<file path="config.mk">
export PLATFORM = sky130hd
export DESIGN_NAME = phy_status_irq_control
export DESIGN_NICKNAME = d
export VERILOG_FILES = /design/src/core/phy_stat_pkg.sv /design/src/core/phy_status_irq_control.sv /design/src/core/phy_evt_latch.sv
export VERILOG_INCLUDE_DIRS = /design/src /design/src/core
export SDC_FILE = /design/constraint.sdc
export NUM_CORES = 1
export LEC_CHECK = 0
export BUFFER_PORTS_ARGS = -buffer_cell sky130_fd_sc_hd__buf_2
export CAP_MARGIN = 20
export CELL_PAD_IN_SITES_DETAIL_PLACEMENT = 0
export CELL_PAD_IN_SITES_GLOBAL_PLACEMENT = 2
export CORE_MARGIN = 1
export CORE_UTILIZATION = 37
export CTS_CLUSTER_SIZE = 24
export DETAILED_ROUTE_END_ITERATION = 10
export PLACE_DENSITY = 0.85
export SYNTH_ARGS = -nofsm -noshare
export SYNTH_HDL_FRONTEND = slang
export SYNTH_HIERARCHICAL = 1
export SYNTH_SLANG_ARGS = --single-unit
</file>
<file path="constraint.sdc">
create_clock -name ref_clk -period 1.95 [get_ports ref_clk]
set_input_delay 0.195 -clock ref_clk [delete_from_list [all_inputs] [get_ports ref_clk]]
set_output_delay 0.195 -clock ref_clk [all_outputs]
set_load 0.02 [all_outputs]
</file>
<file path="src/core/phy_stat_defs.svh">
// Constants for the status summary and interrupt control block.
// Assumes a 5-bit management register address and 16-bit register data.
`ifndef PHY_STAT_DEFS_SVH
`define PHY_STAT_DEFS_SVH

// Management register addresses
`define ADDR_STATUS_SUMMARY 5'h10
`define ADDR_INT_CONTROL    5'h11
`define ADDR_INT_EVENT      5'h12

// Summary status field positions
`define SUM_LINK    0
`define SUM_SPEED10 1
`define SUM_DUPLEX  2
`define SUM_LOOP    3
`define SUM_ANEG    4
`define SUM_JABBER  5
`define SUM_PENDING 7

// Interrupt control field positions and writable mask
`define CTL_OE      0
`define CTL_EVT_EN  1
`define CTL_TEST    2
`define CTL_WIDTH   3

// Event register layout: status in the high byte, enables in the low byte
`define EVT_COUNT   8
`define EVT_STAT_LO 8
`define EVT_RX_HF   0
`define EVT_FC_HF   1
`define EVT_ANEG    2
`define EVT_DUPLEX  3
`define EVT_SPEED   4
`define EVT_LINK    5
`define EVT_ENERGY  6
`define EVT_LQ      7

// Reset values
`define WORD_ZERO   16'h0000
`define EVT_ZERO    8'h00
`define CTL_ZERO    3'h0

`endif

</file>
<file path="src/core/phy_stat_pkg.sv">
// Types shared by the status summary and interrupt control block.
// Assumes the constants header is included where numbers are needed.
package phy_stat_pkg;
  typedef logic [15:0] mgmt_word_t;
  typedef logic [4:0]  reg_addr_t;
  typedef logic [7:0]  evt_vec_t;
  typedef logic [2:0]  ctl_vec_t;
endpackage

</file>
<file path="src/core/phy_status_irq_control.sv">
// Status summary, interrupt control and event registers of one port.
// Assumes register accesses arrive already decoded from the serial
// management frame: one-cycle read or write strobes with a 5-bit address.
`timescale 1ns/100ps
`include "phy_stat_defs.svh"
module phy_status_irq_control (
  // Clock and reset
  input  wire logic                     ref_clk,
  input  wire logic                     sys_rst,
  // Decoded management register access
  input  wire phy_stat_pkg::reg_addr_t  reg_addr,
  input  wire logic                     reg_wr,
  input  wire logic                     reg_rd,
  input  wire phy_stat_pkg::mgmt_word_t reg_wdata,
  output      phy_stat_pkg::mgmt_word_t reg_rdata_q,
  output      logic                     reg_rvalid_q,
  // Live port state
  input  wire logic                     jabber_live,
  input  wire logic                     aneg_done,
  input  wire logic                     loopback_on,
  input  wire logic                     duplex_full,
  input  wire logic                     speed_is_10,
  input  wire logic                     link_up,
  input  wire logic                     energy_seen,
  input  wire logic                     link_quality_evt,
  input  wire logic                     fc_cnt_half,
  input  wire logic                     rxerr_cnt_half,
  // Shared power-down / interrupt pin, active low
  input  wire logic                     pwrdn_irq_pin_i_n,
  output      logic                     pwrdn_irq_pin_o_n_q,
  output      logic                     pwrdn_irq_pin_oe_q,
  output      logic                     power_down_q
);
  import phy_stat_pkg::*;

  logic [5:0] live_q;
  logic [5:0] live_prev_q;
  logic       energy_q;
  logic [1:0] half_q;
  ctl_vec_t   ctl_q;
  evt_vec_t   evt_en_q;
  evt_vec_t   evt_stat_q;
  logic       irq_q;

  // Address decode and strobes
  wire        hit_sum = (reg_addr == `ADDR_STATUS_SUMMARY);
  wire        hit_ctl = (reg_addr == `ADDR_INT_CONTROL);
  wire        hit_evt = (reg_addr == `ADDR_INT_EVENT);
  wire        wr_ctl  = reg_wr & hit_ctl;
  wire        wr_evt  = reg_wr & hit_evt;
  wire        rd_evt  = reg_rd & hit_evt;

  // Live state snapshot in summary bit order
  wire [5:0]  live_d = {jabber_live, aneg_done, loopback_on,
                        duplex_full, speed_is_10, link_up};

  // Event pulses from edges of live state; link quality event passed straight through
  evt_vec_t   evt_pulse;
  assign evt_pulse[`EVT_LQ]     = link_quality_evt;
  assign evt_pulse[`EVT_ENERGY] = energy_seen ^ energy_q;
  assign evt_pulse[`EVT_LINK]   = live_q[`SUM_LINK]
                                ^ live_prev_q[`SUM_LINK];
  assign evt_pulse[`EVT_SPEED]  = live_q[`SUM_SPEED10]
                                ^ live_prev_q[`SUM_SPEED10];
  assign evt_pulse[`EVT_DUPLEX] = live_q[`SUM_DUPLEX]
                                ^ live_prev_q[`SUM_DUPLEX];
  assign evt_pulse[`EVT_ANEG]   = live_q[`SUM_ANEG]
                                & ~live_prev_q[`SUM_ANEG];
  assign evt_pulse[`EVT_FC_HF]  = fc_cnt_half & ~half_q[1];
  assign evt_pulse[`EVT_RX_HF]  = rxerr_cnt_half & ~half_q[0];

  // Interrupt request: forced test, or globally enabled pending event
  wire        evt_irq = ctl_q[`CTL_EVT_EN] & |(evt_stat_q & evt_en_q);
  wire        irq_d   = ctl_q[`CTL_TEST] | evt_irq;

  // Read data; unused bits read zero
  mgmt_word_t sum_word;
  mgmt_word_t ctl_word;
  mgmt_word_t evt_word;
  mgmt_word_t rdata_d;
  assign sum_word = {8'h00, irq_q, 1'b0, live_q};
  assign ctl_word = {13'h0000, ctl_q};
  assign evt_word = {evt_stat_q, evt_en_q};
  assign rdata_d  = !reg_rd ? reg_rdata_q :
                    hit_sum ? sum_word :
                    hit_ctl ? ctl_word :
                    hit_evt ? evt_word : `WORD_ZERO;

  // Sticky event flags, cleared by reading the event register
  phy_evt_latch u_evt (
    .ref_clk    (ref_clk),
    .sys_rst    (sys_rst),
    .evt_pulse  (evt_pulse),
    .clr_rd     (rd_evt),
    .evt_stat_q (evt_stat_q)
  );

  // Live state registered once so reset shows zero
  always_ff @(posedge ref_clk or posedge sys_rst) begin
    if (sys_rst) begin
      live_q      <= 6'h00;
      live_prev_q <= 6'h00;
      energy_q    <= 1'b0;
      half_q      <= 2'h0;
    end else begin
      live_q      <= live_d;
      live_prev_q <= live_q;
      energy_q    <= energy_seen;
      half_q      <= {fc_cnt_half, rxerr_cnt_half};
    end
  end

  // Writable controls; only the three low control bits are kept
  always_ff @(posedge ref_clk or posedge sys_rst) begin
    if (sys_rst) begin
      ctl_q    <= `CTL_ZERO;
      evt_en_q <= `EVT_ZERO;
    end else begin
      if (wr_ctl) begin
        ctl_q <= reg_wdata[`CTL_WIDTH-1:0];
      end
      if (wr_evt) begin
        evt_en_q <= reg_wdata[`EVT_COUNT-1:0];
      end
    end
  end

  // Read return, interrupt and pin; pin sampled only as an input
  always_ff @(posedge ref_clk or posedge sys_rst) begin
    if (sys_rst) begin
      reg_rdata_q         <= `WORD_ZERO;
      reg_rvalid_q        <= 1'b0;
      irq_q               <= 1'b0;
      pwrdn_irq_pin_o_n_q <= 1'b1;
      pwrdn_irq_pin_oe_q  <= 1'b0;
      power_down_q        <= 1'b0;
    end else begin
      reg_rdata_q         <= rdata_d;
      reg_rvalid_q        <= reg_rd;
      irq_q               <= irq_d;
      pwrdn_irq_pin_o_n_q <= ~irq_d;
      pwrdn_irq_pin_oe_q  <= ctl_q[`CTL_OE];
      power_down_q        <= ~ctl_q[`CTL_OE] & ~pwrdn_irq_pin_i_n;
    end
  end
endmodule

</file>
<file path="src/core/phy_evt_latch.sv">
// Sticky event status bits with clear-on-read.
// Assumes event pulses and the read strobe are synchronous to ref_clk.
`timescale 1ns/100ps
`include "phy_stat_defs.svh"
module phy_evt_latch (
  // Clock and reset
  input  wire logic                    ref_clk,
  input  wire logic                    sys_rst,
  // Event pulses and clear strobe
  input  wire phy_stat_pkg::evt_vec_t  evt_pulse,
  input  wire logic                    clr_rd,
  // Latched status
  output      phy_stat_pkg::evt_vec_t  evt_stat_q
);
  import phy_stat_pkg::*;

  evt_vec_t stat_d;

  // One sticky flag per event; a new event beats the read clear
  for (genvar i = 0; i < `EVT_COUNT; i++) begin : g_evt
    assign stat_d[i] = evt_pulse[i] | (evt_stat_q[i] & ~clr_rd);
  end

  // One register for all flags, so each bit has a single driver
  always_ff @(posedge ref_clk or posedge sys_rst) begin
    if (sys_rst) begin
      evt_stat_q <= `EVT_ZERO;
    end else begin
      evt_stat_q <= stat_d;
    end
  end
endmodule

</file>
==> metrics.txt, run 1 <==
status=complete, no violations; Hold Crit Class=in2reg; final hold vios=0; Final setup viols=0; Worst-Skew Late Latency=300 ps; Ports=56; H-tree depth=2; Crit path largest cell delay=530 ps; CTS Buf Count=5; fin. max-slew vios=0; Yosys warnings=6; Crit path required time=1750 ps; # resized after CTS=0; first-pass GRT wire length=a little over 6000 um; Worst Hold Endpoint=live_q[5]; area of the multi-input gates=~600 sq um; Synth-to-Final Area Change=23.2%; Slew headroom=69.6%; Setup CP Type=reg2out; CP Cell Sequence=buf_2; dpl cell area=between 0.002 and 0.0025 sq mm; area of the core=0.00511 sq mm; HPWL Detailed=2990 um; DR WL/cell=about 15 um; nature of the critical path endpoint=output pin; vias in the first global route=1294; clock power share=around 28%; Data arrival, critical path=980 ps; via/cell ratio=4.77; final cell count without fillers=roughly 260; Post-Syn Nets=166; die height=74.9 um; vias post-DR=1236; Gate power share=11.9%; synthesized area=0.00196 sq mm; antenna violations before repair=0; largest net degree at the start of global routing=25; Switch Pwr=511 uW; Starting Density=38.5%; clock slew at the register clock pins of the worst setup and hold paths=roughly 80 ps; met3 routed WL=150 um; RSZ-0062 raised after global routing=no; Clock Skew=between 3 and 4 ps; total die area=0.00560 sq mm; Worst-Margin Slew=456 ps; # rows=26; Reg2Reg Setup Slack=800 ps; Min-Delay Path Depth=1; GRT Util Overall=15.4%; initial DRC count=58; register area share after synthesis=about two thirds; design area=around 0.0024 sq mm; minimum clock period=1170 ps; clk buf depth=2; met2 wire length=2020 um; f_max=0.854 GHz; Min Hold Slack=6.60 ps; Slowest cell on crit path=dfstp_2; switching part of the total power=approximately a quarter; ant diodes=0; Root Buffer=clkbuf_8; Buf/Inv on CP=1; M1 WL=1660 um; Remaining DRCs=0; Critical Path Source Type=register; Routed Wire Length=~3900 um; static leakage=1.19 nW; Avg Inst Size Synth=15.1 sq um; CTS tree=done; layout cells sized above 1=39.2%; Final period util=60.1%; reg2reg end=reg_rdata_q[0]; CTS sink count=53; cells on worst reg2reg path=3; Hold Path Origin=jabber_live; drt first pass iters=4; Final nets=224; Final ANT Viol Nets=0; setup TNS=0 ps; routability cong.=0.777; I/O Buffers=47; Congestion Overflow GR=0; R2R Path Start=live_q[0]; register bit total from synthesis=between 50 and 60; DR top layer=met4; Int Power=1.57 mW; fill count=482; Worst path top cell family by delay=flip-flops; VDD IR-drop max=0.260 mV; Pwr Density=858 mW/mm^2; Worst Path Max Fanout=1; Max Cap Violations=0; register area=approximately 0.0013 sq mm; Mapped Cells=130; placed insts=roughly 250; sequential fraction of design power=around 61%; number of unique standard cell types used by synthesis=28; die width=74.9 um
## logic make-up after synthesis
logic type	count (synthesis)	share of synthesized area (%)
mux	17	9.36
flops	53	67.6
compound gates	32	13.2
simple gates	15	5.99
buf+inv	9	2.04
xor+xnor	4	1.78
## synth_stat cells
cell	n	area, sq um
nor2_1	1	3.75
mux2i_1	6	60.1
a221o_1	2	20.0
or2_2	1	6.26
a21o_1	9	67.6
inv_2	1	3.75
a211o_1	1	8.76
buf_4	1	7.51
nor3b_2	2	25.0
nor2b_1	5	31.3
nand4b_1	1	8.76
buf_2	2	10.0
a41o_1	1	10.0
o21ai_0	1	5.00
a22oi_1	4	30.0
nand4_1	1	6.26
a22o_1	9	78.8
nand4bb_1	1	11.3
dfstp_2	1	26.3
o2bb2ai_1	4	35.0
dfrtp_1	52	1300
inv_1	4	15.0
mux2_2	11	124
nand4b_2	1	15.0
nor3_1	2	10.0
xor2_1	4	35.0
clkbuf_1	1	3.75
a21oi_1	1	5.00
## routing by layer
metal	track usage, %	vias to the layer above
li1	-	585
met1	18.6	619
met2	27.1	28
met3	2.81	4
met4	6.29	0
met5	0	-
## what timing repair did
action | in CTS | in global routing
endpoints found under the hold margin | 56 | 0
setup buffers | 0 | 0
hold buffers | 5 | 0
## flip-flops by register name (all words and copies together) (netlist names), 2 cells and up
signal            count
reg_rdata_q          16
evt_en_q              8
u_evt/evt_stat_q      8
live_q                6
live_prev_q           4
ctl_q                 3
half_q                2
## power groups by stage
stage	Sequential (mW)	Clock [mW]	Combinational, mW
6_report	1.26	0.571	0.247
5_1_grt	1.27	0.632	0.277
4_1_cts	1.26	0.595	0.254
3_5_place_dp	1.28	0	0.245
3_3_place_gp	1.28	0	0.238
2_1_floorplan	1.28	0	0.136
## layout make-up
class / instances / share of cell area (%)
Clock buffer: 6 / 3.00
Clock inverter: 2 / 0.413
Inverter: 5 / 0.775
Multi-Input combinational cell: 68 / 24.7
Sequential cell: 53 / 54.8
Tap cell: 70 / 3.62
Timing Repair Buffer: 55 / 12.7
## how the worst max path moves through the flow
stage / startpoint / cells after the start / slack [ps] / end
3_3_place_gp: reg_addr[3] / 4 / 550 / evt_en_q[7]
6_report: pwrdn_irq_pin_o_n_q / 1 / 780 / pwrdn_irq_pin_o_n_q
3_5_place_dp: reg_addr[3] / 4 / 520 / evt_en_q[5]
4_1_cts: pwrdn_irq_pin_o_n_q / 1 / 770 / pwrdn_irq_pin_o_n_q
5_1_grt: pwrdn_irq_pin_o_n_q / 1 / 740 / pwrdn_irq_pin_o_n_q
2_1_floorplan: sys_rst / 1 / 700 / ctl_q[0]
## through the flow
step	util, %	power [mW]	setup WS, ps
after floorplan	-	1.42	697
after global placement	44.8	1.51	550
after detailed placement	44.8	1.53	518
after CTS	47.4	2.11	771
after global routing	47.4	2.18	738
final	47.4	2.08	779
## layout by cell type (no fill, tap or decap)
master and count:
nor2b_1 5, inv_1 3, mux2_2 11, o2bb2ai_1 4
inv_2 1, clkbuf_8 5, a41o_1 1, clkinv_1 1
clkinv_2 2, dfstp_2 1, a22oi_1 4, nand4_1 1
buf_2 47, nand4bb_1 1, or2_2 1, nand4b_2 1
xor2_1 4, a22o_1 9, buf_4 3, clkbuf_1 1
nor3b_2 2, dlygate4sd3_1 5, a21o_1 9, mux2i_1 6
o21ai_0 1, a221o_1 2, nand4b_1 1, a21oi_1 1
nor2_1 1, a211o_1 1, nor3_1 2, dfrtp_1 52
Note: power is estimated with default switching activity, not from simulation.
==> inputs of run 2 (changes only) <==
CORE_UTILIZATION = 34   (was 37)
PLACE_DENSITY = 0.79   (was 0.85)
clock period = 1.18 ns   (was 1.95 ns; I/O delays follow)
==> metrics.txt, run 2 (synthesis gave the netlist of run 1 again) <==
status=complete, no violations; commonest non-fill, non-tap cells in the layout=dfrtp_1 (52), buf_2 (47), dlygate4sd3_1 (12), buf_4 (12), mux2_2 (11); register area=between 0.001 and 0.0015 sq mm; Final ANT Viol Nets=0; Slowest cell on crit path=dfrtp_1; Pwr Density=1380 mW/mm^2; CP Cell Sequence=nor2b_1 > a211o_1 > a41o_1; final hold vios=0; CTS sink count=53; GRT Util Overall=14.3%; H-tree depth=2; Worst-Skew Late Latency=a little under 300 ps; Synth-to-Final Area Change=31.0%; routability cong.=0.786; area of the multi-input gates=602 sq um; Worst-Margin Slew=approximately 500 ps; Final nets=240; Root Buffer=clkbuf_8; Hold Crit Class=in2reg; clk buf depth=2; Max Cap Violations=0; Data arrival, critical path=1310 ps; largest net degree at the start of global routing=26; Min-Delay Path Depth=2; layout cells sized above 1=between 40% and 50%; Critical Path Source Type=register; reg2reg end=reg_rdata_q[0]; postcts setup bufs=0; Remaining DRCs=0; Clock Skew=3.45 ps; antenna violations before repair=0; cells on worst reg2reg path=3; drt first pass iters=4; design area=0.00257 sq mm; clock slew at the register clock pins of the worst setup and hold paths=80 ps; vias in the first global route=1386; Top reg by flops=reg_rdata_q; I/O Buffers=47; Largest register FFs=16; via/cell ratio=roughly 4.7; Setup CP Type=reg2reg; Starting Density=35.5%; fin. max-slew vios=0; Worst Hold Endpoint=reg_rvalid_q; dpl cell area=0.00236 sq mm; Slew headroom=66.9%; initial DRC count=38; HPWL Detailed=3060 um; Hold Path Origin=reg_rd; Final setup viols=0; # rows=27; CTS tree=done; RSZ-0062 raised after global routing=no; Routed Wire Length=4020 um; die width=78.0 um; R2R Path Start=live_q[0]; area of the core=0.00554 sq mm; minimum clock period=1120 ps; Crit path required time=1370 ps; Crit path largest cell delay=390 ps; first-pass GRT wire length=6690 um; nature of the critical path endpoint=register; Worst Path Max Fanout=2; CTS Buf Count=5; ant diodes=0; Util after Layout=46.5%; most common cell after layout, fill and taps aside=dfrtp_1; Congestion Overflow GR=0; Final period util=95.3%; static leakage=1.27 nW; vias post-DR=1312; Reg2Reg Setup Slack=60 ps; f_max=~0.89 GHz; VDD IR-drop max=0.922 mV; die height=78.0 um; DR WL/cell=14.5 um; fill count=roughly 530; total die area=0.00609 sq mm; largest registers=reg_rdata_q x16, evt_en_q x8, u_evt/evt_stat_q x8; Ports=56
## run 2: cell types whose count changed in the layout (fill, tap and decap cells not counted), sizes merged
cell	change
clkbuf	+2
inv	+1
dlygate4sd3	+7
clkinv	-3
buf	+9
## run 2: routing by layer
metal  track usage (%)  vias up  wire (um)
li1                  -      624          -
met1              19.3      652       1920
met2              23.3       33       1870
met3              3.72        3        200
met4              3.33        0         25
met5                 0        -          0
## run 2: area by class of cell
| class | instances | area share (%) |
|---|---|---|
| Sequential cell | 53 | 51.6 |
| Multi-Input combinational cell | 68 | 23.4 |
| Timing Repair Buffer | 71 | 17.3 |
| Clock buffer | 8 | 3.50 |
| Tap cell | 72 | 3.50 |
| Inverter | 5 | 0.729 |
## run 2: repair_timing
action,in CTS,in global routing
endpoints found under the setup margin,0,1
resized for setup,0,1
hold endpoints to repair,63,0
hold buffers,12,0
## run 2: worst max path at each step
stage | from | to | cells after the start
5_1_grt | live_q[0] | reg_rdata_q[0] | 3
3_3_place_gp | reg_addr[3] | ctl_q[0] | 5
2_1_floorplan | sys_rst | ctl_q[0] | 1
3_5_place_dp | reg_addr[3] | ctl_q[0] | 5
6_report | live_q[0] | reg_rdata_q[0] | 3
4_1_cts | evt_en_q[0] | irq_q | 3
## run 2: worst max-delay path: cells and delay by family (launching register included)
kind / cells / cell delay (ps)
compound gates: 2 / 490
flops: 1 / 390
simple gates: 1 / 130
## run 2: power by group
part	switching (mW)	internal (mW)
clock network	0.537	0.479
registers	0.111	1.97
logic	0.214	0.238
total	0.861	2.69
## run 2: through the flow
stage	hold WS (ps)	std cells	TNS [ps]	power (mW)	setup slack, ps
2_1_floorplan	-66.3	130	0	2.35	4.24
3_3_place_gp	82.0	257	-98.4	2.52	-33.9
3_5_place_dp	105	257	-608	2.54	-87.2
4_1_cts	41.8	277	0	3.59	23.6
5_1_grt	37.4	277	0	3.73	13.1
6_report	51.9	277	0	3.55	56.0
